## config.mk

```make
export PLATFORM = sky130hd
export DESIGN_NAME = stage_two_completer
export DESIGN_NICKNAME = d
export VERILOG_FILES = /design/src/design/stage_two_pkg.sv /design/src/design/stage_two_completer.sv /design/src/design/two_entry_buffer.sv
export SDC_FILE = /design/constraint.sdc
export NUM_CORES = 1
export LEC_CHECK = 0
export ABC_AREA = 0
export BUFFER_PORTS_ARGS = -buffer_cell sky130_fd_sc_hd__buf_2
export CAP_MARGIN = 30
export CORE_MARGIN = 2
export CORE_UTILIZATION = 51
export DETAILED_ROUTE_END_ITERATION = 10
export GPL_TIMING_DRIVEN = 1
export PLACE_DENSITY = 0.87
export SYNTH_ARGS = -nofsm -noshare
export SYNTH_HDL_FRONTEND = slang
export SYNTH_SLANG_ARGS = --single-unit
```

## constraint.sdc

```tcl
create_clock -name clk_in -period 5.7 [get_ports clk_in]
set_input_delay 1.14 -clock clk_in [delete_from_list [all_inputs] [get_ports clk_in]]
set_output_delay 1.14 -clock clk_in [all_outputs]
set_load 0.05 [all_outputs]
```

## src/design/stage_two_pkg.sv

```systemverilog
// constants and functional notes for the stage-two bitstream completer
// Functional notes
// masked core inputs selected by stage-two-ready
// masked inputs held deasserted while loading
// after ready, user signals pass through
// drain every received request in stage one
// host reads 1DW; answer zero-data completion
// vendor messages dropped without further action
// first-BAR memory writes are bitstream data
// bitstream payload goes to config port
// completer inactive once stage-two-ready asserted; forced ready at READY_FORCE_CYC skips the ST_IDLE and empty-buffer wait
// host sends config data 32-bit aligned
// ready asserts 2 to 12 cycles after load
// end-of-startup flag marks stage-two completion
// user leaves config/startup ports until ready
// completion returns requester id, tag, success
// payload words forwarded in order, none lost
package stage_two_pkg;
    localparam int DW_W = 32;
    localparam int FMT_MSB = 31;
    localparam int FMT_LSB = 29;
    localparam int FMT_4DW_BIT = 29;
    localparam int FMT_DATA_BIT = 30;
    localparam int TYPE_MSB = 28;
    localparam int TYPE_LSB = 24;
    localparam logic [4:0] TYPE_MEM = 5'h00;
    localparam logic [1:0] TYPE_MSG_TOP = 2'h2;
    localparam int REQ_ID_LSB = 16;
    localparam int TAG_LSB = 8;
    localparam logic [31:0] CPL_DW0 = 32'h4a000001;
    localparam logic [2:0] CPL_STATUS_OK = 3'h0;
    localparam logic [11:0] CPL_BYTE_COUNT = 12'h004;
    localparam logic [31:0] CPL_PAYLOAD = 32'h00000000;
    localparam logic [1:0] CPL_LAST = 2'h3;
    localparam logic [2:0] HDR_LEN_3DW = 3'h3;
    localparam logic [2:0] HDR_LEN_4DW = 3'h4;
    localparam logic [2:0] IDX_MAX = 3'h4;
    localparam int CLK_PERIOD_NS = 25;
    localparam int READY_MIN_CYC = 2;
    localparam int READY_MAX_CYC = 12;
    localparam logic [3:0] READY_DELAY_CYC = 4'h4;
    localparam logic [3:0] READY_FORCE_CYC = 4'hc;
    localparam int BUF_DEPTH = 2;
endpackage

```

## src/design/stage_two_completer.sv

```systemverilog
// stage-two completer: drains requests, zero completions, bitstream forwarding
`timescale 1ns/100ps
`default_nettype none
module stage_two_completer #(
    parameter int MASK_W = 4,
    parameter logic [MASK_W-1:0] MASK_IDLE = '0
) (
    input wire logic clk_in,
    input wire logic arst_n_in,
    input wire logic end_of_startup_flag_in,
    input wire logic [15:0] completer_id_in,
    input wire logic [MASK_W-1:0] user_ctl_in,
    output logic [MASK_W-1:0] core_ctl_out,
    input wire logic rx_valid_in,
    input wire logic [31:0] rx_data_in,
    input wire logic rx_sop_in,
    input wire logic rx_eop_in,
    input wire logic rx_bar0_hit_in,
    output logic rx_ready_out,
    input wire logic user_rx_ready_in,
    output logic tx_valid_out,
    output logic [31:0] tx_data_out,
    output logic tx_last_out,
    input wire logic tx_ready_in,
    input wire logic user_tx_valid_in,
    input wire logic [31:0] user_tx_data_in,
    input wire logic user_tx_last_in,
    output logic user_tx_ready_out,
    output logic cfg_valid_out,
    output logic [31:0] cfg_data_out,
    input wire logic cfg_ready_in,
    output logic stage_two_ready_out
);
    if (MASK_W < 1) begin
        $error("MASK_W must be at least 1");
    end
    typedef enum logic [2:0] {
        ST_IDLE = 3'b001,
        ST_BODY = 3'b010,
        ST_CPL = 3'b100
    } state_t;
    state_t state;
    logic ready;
    logic load_done;
    logic [3:0] wait_cnt;
    logic [2:0] idx;
    logic [2:0] hdr_len;
    logic is_read;
    logic is_fwd;
    logic is_vdm;
    logic [15:0] req_id;
    logic [7:0] tag;
    logic [6:0] low_addr;
    logic [1:0] cw;
    logic own_tx_valid;
    logic [31:0] own_tx_data;
    logic own_ready;
    logic take;
    logic buf_in_valid;
    logic buf_in_ready;
    logic buf_empty;
    logic payload_word;
    // masked inputs: deasserted until stage two is live
    assign core_ctl_out = ready ? user_ctl_in : MASK_IDLE;
    // own intake stalls on buffer back-pressure and in ST_CPL, and freezes in ST_IDLE once load ends
    assign own_ready = (state != ST_CPL) && buf_in_ready && !(load_done && state == ST_IDLE);
    assign rx_ready_out = ready ? user_rx_ready_in : own_ready;
    assign take = rx_valid_in && own_ready && !ready;
    assign payload_word = (state == ST_BODY) && (idx >= hdr_len);
    assign buf_in_valid = take && payload_word && is_fwd;
    assign tx_valid_out = ready ? user_tx_valid_in : own_tx_valid;
    assign tx_data_out = ready ? user_tx_data_in : own_tx_data;
    assign tx_last_out = ready ? user_tx_last_in : (own_tx_valid && cw == stage_two_pkg::CPL_LAST);
    assign user_tx_ready_out = ready && tx_ready_in;
    assign stage_two_ready_out = ready;
    function automatic logic [31:0] cpl_word(input logic [1:0] n, input logic [15:0] cid,
                                             input logic [15:0] rid, input logic [7:0] tg,
                                             input logic [6:0] la);
        logic [31:0] w;
        w = stage_two_pkg::CPL_PAYLOAD;
        unique case (n)
            2'h0: w = stage_two_pkg::CPL_DW0;
            2'h1: w = {cid, stage_two_pkg::CPL_STATUS_OK, 1'b0, stage_two_pkg::CPL_BYTE_COUNT};
            2'h2: w = {rid, tg, 1'b0, la};
            2'h3: w = stage_two_pkg::CPL_PAYLOAD;
        endcase
        return w;
    endfunction
    // request framing and decode
    always_ff @(posedge clk_in or negedge arst_n_in) begin
        if (!arst_n_in) begin
            state <= ST_IDLE;
            idx <= 3'h0;
            hdr_len <= stage_two_pkg::HDR_LEN_3DW;
            is_read <= 1'b0;
            is_fwd <= 1'b0;
            is_vdm <= 1'b0;
            req_id <= 16'h0000;
            tag <= 8'h00;
            low_addr <= 7'h00;
        end else begin
            unique case (state)
                ST_IDLE: begin
                    if (take && rx_sop_in) begin
                        idx <= 3'h1;
                        hdr_len <= rx_data_in[stage_two_pkg::FMT_4DW_BIT] ?
                                   stage_two_pkg::HDR_LEN_4DW : stage_two_pkg::HDR_LEN_3DW;
                        is_read <= !rx_data_in[stage_two_pkg::FMT_DATA_BIT] &&
                                   rx_data_in[stage_two_pkg::TYPE_MSB:stage_two_pkg::TYPE_LSB] ==
                                   stage_two_pkg::TYPE_MEM;
                        is_fwd <= rx_data_in[stage_two_pkg::FMT_DATA_BIT] && rx_bar0_hit_in &&
                                  rx_data_in[stage_two_pkg::TYPE_MSB:stage_two_pkg::TYPE_LSB] ==
                                  stage_two_pkg::TYPE_MEM;
                        is_vdm <= rx_data_in[stage_two_pkg::TYPE_MSB:stage_two_pkg::TYPE_MSB-1] ==
                                  stage_two_pkg::TYPE_MSG_TOP;
                        state <= ST_BODY;
                    end
                end
                ST_BODY: begin
                    if (take) begin
                        if (idx == 3'h1) begin
                            req_id <= rx_data_in[31:stage_two_pkg::REQ_ID_LSB];
                            tag <= rx_data_in[stage_two_pkg::REQ_ID_LSB-1:stage_two_pkg::TAG_LSB];
                        end
                        if (idx == 3'(hdr_len - 3'h1)) begin
                            low_addr <= rx_data_in[6:0];
                        end
                        if (idx != stage_two_pkg::IDX_MAX) begin
                            idx <= 3'(idx + 3'h1);
                        end
                        if (rx_eop_in) begin
                            state <= is_read ? ST_CPL : ST_IDLE;
                        end
                    end
                end
                ST_CPL: begin
                    if (own_tx_valid && tx_ready_in && cw == stage_two_pkg::CPL_LAST) begin
                        state <= ST_IDLE;
                    end
                end
            endcase
        end
    end
    // zero-data completion sender
    always_ff @(posedge clk_in or negedge arst_n_in) begin
        if (!arst_n_in) begin
            own_tx_valid <= 1'b0;
            own_tx_data <= 32'h00000000;
            cw <= 2'h0;
        end else if (state == ST_BODY && take && rx_eop_in && is_read) begin
            own_tx_valid <= 1'b1;
            cw <= 2'h0;
            own_tx_data <= cpl_word(2'h0, completer_id_in, req_id, tag, low_addr);
        end else if (own_tx_valid && tx_ready_in) begin
            if (cw == stage_two_pkg::CPL_LAST) begin
                own_tx_valid <= 1'b0;
            end else begin
                cw <= 2'(cw + 2'h1);
                own_tx_data <= cpl_word(2'(cw + 2'h1), completer_id_in, req_id, tag, low_addr);
            end
        end
    end
    // end-of-startup detection and ready delay
    always_ff @(posedge clk_in or negedge arst_n_in) begin
        if (!arst_n_in) begin
            load_done <= 1'b0;
            wait_cnt <= 4'h0;
            ready <= 1'b0;
        end else begin
            if (end_of_startup_flag_in) begin
                load_done <= 1'b1;
            end
            if (load_done && !ready && wait_cnt != stage_two_pkg::READY_FORCE_CYC) begin
                wait_cnt <= 4'(wait_cnt + 4'h1);
            end
            if (load_done && !ready && wait_cnt + 4'h2 >= stage_two_pkg::READY_DELAY_CYC &&
                ((state == ST_IDLE && buf_empty) || wait_cnt + 4'h2 >= stage_two_pkg::READY_FORCE_CYC)) begin
                ready <= 1'b1;
            end
        end
    end
    two_entry_buffer #(
        .WIDTH(stage_two_pkg::DW_W),
        .DEPTH(stage_two_pkg::BUF_DEPTH)
    ) u_payload_buf (
        .clk_in(clk_in),
        .arst_n_in(arst_n_in),
        .in_valid_in(buf_in_valid),
        .in_data_in(rx_data_in),
        .in_ready_out(buf_in_ready),
        .out_valid_out(cfg_valid_out),
        .out_data_out(cfg_data_out),
        .out_ready_in(cfg_ready_in),
        .empty_out(buf_empty)
    );
endmodule
`default_nettype wire

```

## src/design/two_entry_buffer.sv

```systemverilog
// two-entry valid/ready buffer in the payload path
`timescale 1ns/100ps
`default_nettype none
module two_entry_buffer #(
    parameter int WIDTH = stage_two_pkg::DW_W,
    parameter int DEPTH = stage_two_pkg::BUF_DEPTH
) (
    input wire logic clk_in,
    input wire logic arst_n_in,
    input wire logic in_valid_in,
    input wire logic [WIDTH-1:0] in_data_in,
    output logic in_ready_out,
    output logic out_valid_out,
    output logic [WIDTH-1:0] out_data_out,
    input wire logic out_ready_in,
    output logic empty_out
);
    if (DEPTH != 2 || WIDTH < 1) begin
        $error("two_entry_buffer needs DEPTH 2 and WIDTH >= 1");
    end
    logic [WIDTH-1:0] mem [DEPTH];
    logic wr_ptr;
    logic rd_ptr;
    logic [1:0] count;
    logic push;
    logic pop;
    assign in_ready_out = (count != 2'h2);
    assign out_valid_out = (count != 2'h0);
    assign empty_out = (count == 2'h0);
    assign out_data_out = mem[rd_ptr];
    assign push = in_valid_in && in_ready_out;
    assign pop = out_valid_out && out_ready_in;
    always_ff @(posedge clk_in) begin
        if (push) begin
            mem[wr_ptr] <= in_data_in;
        end
    end
    always_ff @(posedge clk_in or negedge arst_n_in) begin
        if (!arst_n_in) begin
            wr_ptr <= 1'b0;
            rd_ptr <= 1'b0;
            count <= 2'h0;
        end else begin
            if (push) begin
                wr_ptr <= ~wr_ptr;
            end
            if (pop) begin
                rd_ptr <= ~rd_ptr;
            end
            count <= 2'(count + {1'b0, push} - {1'b0, pop});
        end
    end
endmodule
`default_nettype wire

```

* After elaboration in Yosys (flattened, before gate mapping) *
Memory sizes are Yosys's and may differ from the RTL's.
Cells that the tools add are included.

storage, ports and cells
  input bits = 96
  memories kept = 1
  RAM bits = 64
  register bits = 87

operators by class
  reduce and logical (&&, ||, !) cells = 44
  eq/ne operators = 19
  bitwise logic cells = 2
  add/subtract/negate cells = 7
  $lt $le $gt $ge = 3
  muxes and demuxes = 28

memories
  memory             depth  width  read ports  clocked after Yosys merged registers in  write ports  line                    text
  u_payload_buf.mem  2      32     1           0                                        1            two_entry_buffer.sv:21  logic [WIDTH-1:0] mem [DEPTH];

operators by type and width
  cell                                                                   count
  32-bit two-way mux                                                     4
  32-bit one-hot mux with 4 select lines                                 1
  3-bit two-way mux                                                      9
  1-bit logical AND                                                      26
  2-bit != test, second input constant                                   5
  3-bit one-hot mux with 3 select lines                                  1
  1-bit two-way mux                                                      8
  4-bit AND reduction                                                    2
  2-bit nonzero test                                                     4
  2-bit equality test, second input constant                             3
  3-bit by 1-bit equality test with 1-bit output, second input constant  2
  2-bit two-way mux                                                      3
  3-bit != test, second input constant                                   2
  3-bit one-hot mux with 2 select lines                                  1
  2-bit AND reduction                                                    3
  3-bit AND reduction                                                    2
  5-bit logical NOT                                                      1
  4-bit by 1-bit adder with 4-bit output, second input constant          1
  4-bit by 2-bit adder with 4-bit output, second input constant          1
  4-bit by 3-bit >= comparator with 1-bit output, second input constant  1
  4-bit >= comparator, second input constant                             1
  2-bit logical NOT                                                      2
  4-bit two-way mux                                                      1
  2-bit by 1-bit != test with 1-bit output, second input constant        2
  14 further kinds                                                       17

* Depth between registers and ports, before layout *
  depth in word-level cells = 11
  mapped depth = 8
  depth with buffers taken out = 8

* Hierarchy *
Synthesis repeated with hierarchy kept, for this count alone.

second synthesis, totals
  cells, all modules = 493
  area, all modules = 6754.0 sq um

modules (own cells, without submodules)
  module               cells each  times used  area each (sq um)  seq. area each (sq um)
  stage_two_completer  375         1           4112.7             2029.4
  two_entry_buffer     118         1           2641.3             2021.9

* Worst setup path before layout *
Ideal clock, no wire load.

  path type = input port to flip-flop
  from = input rx_valid_in
  to = memory u_payload_buf.mem[0][0] (netlist name), enable pin
  library setup time = 0.502 ns
  cell stages on the path = 3
  arrival = 4.627 ns
  data required time = 5.198 ns
  setup slack = 0.572 ns
  path buffers = 0
  cell sequence = nor2b_1 -> nand3_1 -> nor4_1

between the ends
  longest elaborated chain between the ends = 7

RTL lines
  item                                     line                       text
  start, declared                          stage_two_completer.sv:14  input wire logic rx_valid_in,
  1-bit logical AND (2 in a row)           stage_two_completer.sv:68  assign take = rx_valid_in && own_ready && !ready;
  1-bit logical AND (2 in a row)           stage_two_completer.sv:70  assign buf_in_valid = take && payload_word && is_fwd;
  1-bit logical AND                        two_entry_buffer.sv:31     assign push = in_valid_in && in_ready_out;
  1-bit two-way mux                        two_entry_buffer.sv:34     if (push) begin
  1-bit two-way mux (implied by the code)  two_entry_buffer.sv:35     mem[wr_ptr] <= in_data_in;
  end, declared                            two_entry_buffer.sv:21

Every way passes these cells.

* Worst setup path in the final report *
  from = register ready, in the netlist stage_two_ready_out
  to = output tx_data_out[30]

between the ends
  longest elaborated chain between the ends = 1

RTL lines
  item                    line                        text
  start, declared         stage_two_completer.sv:43   logic ready;
  start signal, assigned  stage_two_completer.sv:168  ready <= 1'b0;
  start signal, assigned  stage_two_completer.sv:178  ready <= 1'b1;
  32-bit two-way mux      stage_two_completer.sv:72   assign tx_data_out = ready ? user_tx_data_in : own_tx_data;
  end, declared           stage_two_completer.sv:22   output logic [31:0] tx_data_out,

Every way passes these cells.

==> impl_metrics.tcl <==
set metrics [dict create \
    post_drt_wl_per_cell_um 18.12 \
    ys_types 46 \
    path_buf_inv 1 \
    nets 760 \
    post_cts_resized 0 \
    hold_buffers 0 \
    cp.required_ns 4.56 \
    r2r_slack_ns 2.80 \
    finalHoldViolCount 0 \
    max_stage_delay_ns 1.03 \
    ys.flop_type "dfrtp_1" \
    synth_edf_count 64 \
    clock_skew_ns 0.007873 \
    path_max_fanout 46 \
    die_area_um2 14020 \
    synth_area_um2 6673 \
    grt_overflow 0 \
    outcome "complete, no violations" \
    grt.total_usage 0.2222 \
    arrival_ns 2.12 \
    cap_violations 0 \
    fmax_ghz 0.3070 \
    period_share 0.5715 \
    slew_headroom 0.3334 \
    dieWidth_um 118.4 \
    crit_type "reg -> out" \
    period_needed_ns 3.257 \
    route.detailed.drc 0 \
    multiInputGateArea_um2 2465 \
    design.core.area_um2 12720 \
    fp-row-count 41 \
    timing.critical_path.from_type "flop" \
    hold_path_class "reg -> reg" \
    die_h_um 118.4 \
    setup-tns-final_ns 0 \
    synth_cells 483 \
    ys_warn_count 0 \
    ys_seq_elements 149 \
    post_route_cells_drive_above_1_share 0.4683 \
    cts_tree "built" \
    vias 4635 \
    setup_viol 0 \
    viasPerCell 5.551 \
    hold_slack_ns 0.5073 \
    synth_xor_area_frac 0.01444 \
    rsz0062_at_grt "no" \
    synth_fa_ha_area_frac 0.02775 \
    grt_pass1_vias 4760 \
    post_cts_buffers 0 \
    antenna_found_initial 1 \
    clk_latency_ns 0.41 \
    drv_slew 0 \
    seq_area_frac_synth 0.6072 \
    cts.clk_slew.worst_paths_ns 0.06 \
    ir_drop_mv 0.2215 \
    hold_start "low_addr[2]" \
    leakage_uw 0.003726 \
    initial_core_util 0.5245 \
    r2r-start "stage_two_ready_out" \
    seqCellArea_um2 4053 \
    io_pins 170 \
    clock-sinks 149 \
    syn_nets 593 \
    drtIter0Drc 375 \
    synthArstFlopShare 0.5705 \
    area_delta_synth_final_pct 24.60 \
    port_buffers 169 \
    dp_hpwl_um 10110 \
    crit_family "flip-flops" \
    synth_top_family_by_area "multiplexers" \
    synth-simple-area-share 0.09357 \
    first_pass_iters 5 \
    grt_max_degree 53 \
    routed_wirelength_um 15130 \
    tightest_slew_ns 0.9999 \
    cts_buffers 17 \
    globalplace.congestion 0.8471 \
    layout_commonest_cell "buf_2" \
    postSynthAreaPerCell_um2 13.82 \
    synth_compound_area_frac 0.05250 \
    p_per_area_nw_per_um2 424.6 \
    ant_nets 0 \
    mostFrequentLayoutCells "buf_2, dfrtp_1, mux2_2" \
    crit_chain "mux2_2 > buf_2" \
    synth_mux_area_frac 0.1796 \
    clockBufferDepth 2 \
    cpMaxStageDelayCell "dfrtp_2" \
    end_kind "primary output" \
    grt_pass1_wl_um 24290 \
    h-tree-depth 4 \
    clockRootBuffer "clkbuf_16" \
    nFillCells 935 \
    crit_start "stage_two_ready_out" \
]
-- path summary, 6_finish.rpt --
| kind | cells past startpoint | end |
|---|---|---|
| worst max-delay path | 2 | tx_data_out[30] |
| worst min-delay path | 1 | low_addr[2] |
| worst max register to register | 4 | u_payload_buf.mem[1][18] |
| worst min register to register | 1 | low_addr[2] |
| max in group asynchronous | 2 | state[0] |
| min in group asynchronous | 1 | wait_cnt[0] |
-- routing by layer --
metal  vias up  wire length, µm  global-route usage
li1       2103                -                   -
met1      2336             6177              0.2725
met2       174             7942              0.3869
met3        22              736             0.04730
met4         0              271             0.08185
met5         -                0                   0
-- registers in the layout, indices dropped and copies added (netlist names) --
register              count
req_id                   16
state                     3
is_read                   1
u_payload_buf.mem        64
u_payload_buf.count       2
own_tx_valid              1
u_payload_buf.rd_ptr      1
low_addr                  7
idx                       3
hdr_len                   2
load_done                 1
is_fwd                    1
cw                        2
wait_cnt                  4
stage_two_ready_out       1
u_payload_buf.wr_ptr      1
own_tx_data              31
tag                       8
-- through the flow --
step | area [µm²] | total power, µW | std cells | utilization | setup WS (ns)
4_1_cts | 8312 | 3545 | 834 | 0.6533 | 2.440
3_5_place_dp | 7715 | 2404 | 803 | 0.6064 | 2.428
2_1_floorplan | 6673 | 2142 | 483 | - | 0.5716
6_report | 8314 | 3530 | 835 | 0.6535 | 2.443
5_1_grt | 8314 | 3678 | 835 | 0.6535 | 2.374
3_3_place_gp | 7645 | 2349 | 800 | 0.6009 | 2.541
-- cell usage after synthesis, drive strengths merged (3+ instances only) --
master	n	area share
nor3	17	0.013
dfrtp	83	0.31
nand3	19	0.014
nand3b	3	0.0052
or2	3	0.0028
inv	11	0.0062
buf	11	0.0098
o21ai	8	0.0060
clkbuf	16	0.0090
and2	8	0.0075
mux2	98	0.18
ha	14	0.026
nand2b	4	0.0037
xnor2	8	0.011
nor2	22	0.012
a221oi	16	0.021
nand2	29	0.016
a21oi	19	0.014
xor2	3	0.0039
edfxtp	64	0.29
-- layout make-up --
| type | instances | area share |
|---|---|---|
| Clock buffer | 21 | 0.05297 |
| Clock inverter | 10 | 0.01881 |
| Inverter | 11 | 0.004966 |
| Timing Repair Buffer | 175 | 0.1132 |
| Sequential cell | 149 | 0.4874 |
| Antenna cell | 1 | 0.0003010 |
| Multi-Input combinational cell | 296 | 0.2965 |
| Tap cell | 172 | 0.02588 |
-- where the power goes --
group	internal (µW)	switching [µW]
Sequential	1290	127
Combinational	386	585
Clock	727	410
-- cells by family after synthesis --
logic type / Yosys count
adder cells (fa/ha/maj): 15
multiplexers: 100
buffers and inverters: 38
AO/OA/AOI/OAI: 52
AND/OR/NAND/NOR: 118
flip-flops: 149
XOR/XNOR: 11
No activity file was read; power rests on OpenSTA's default activity.
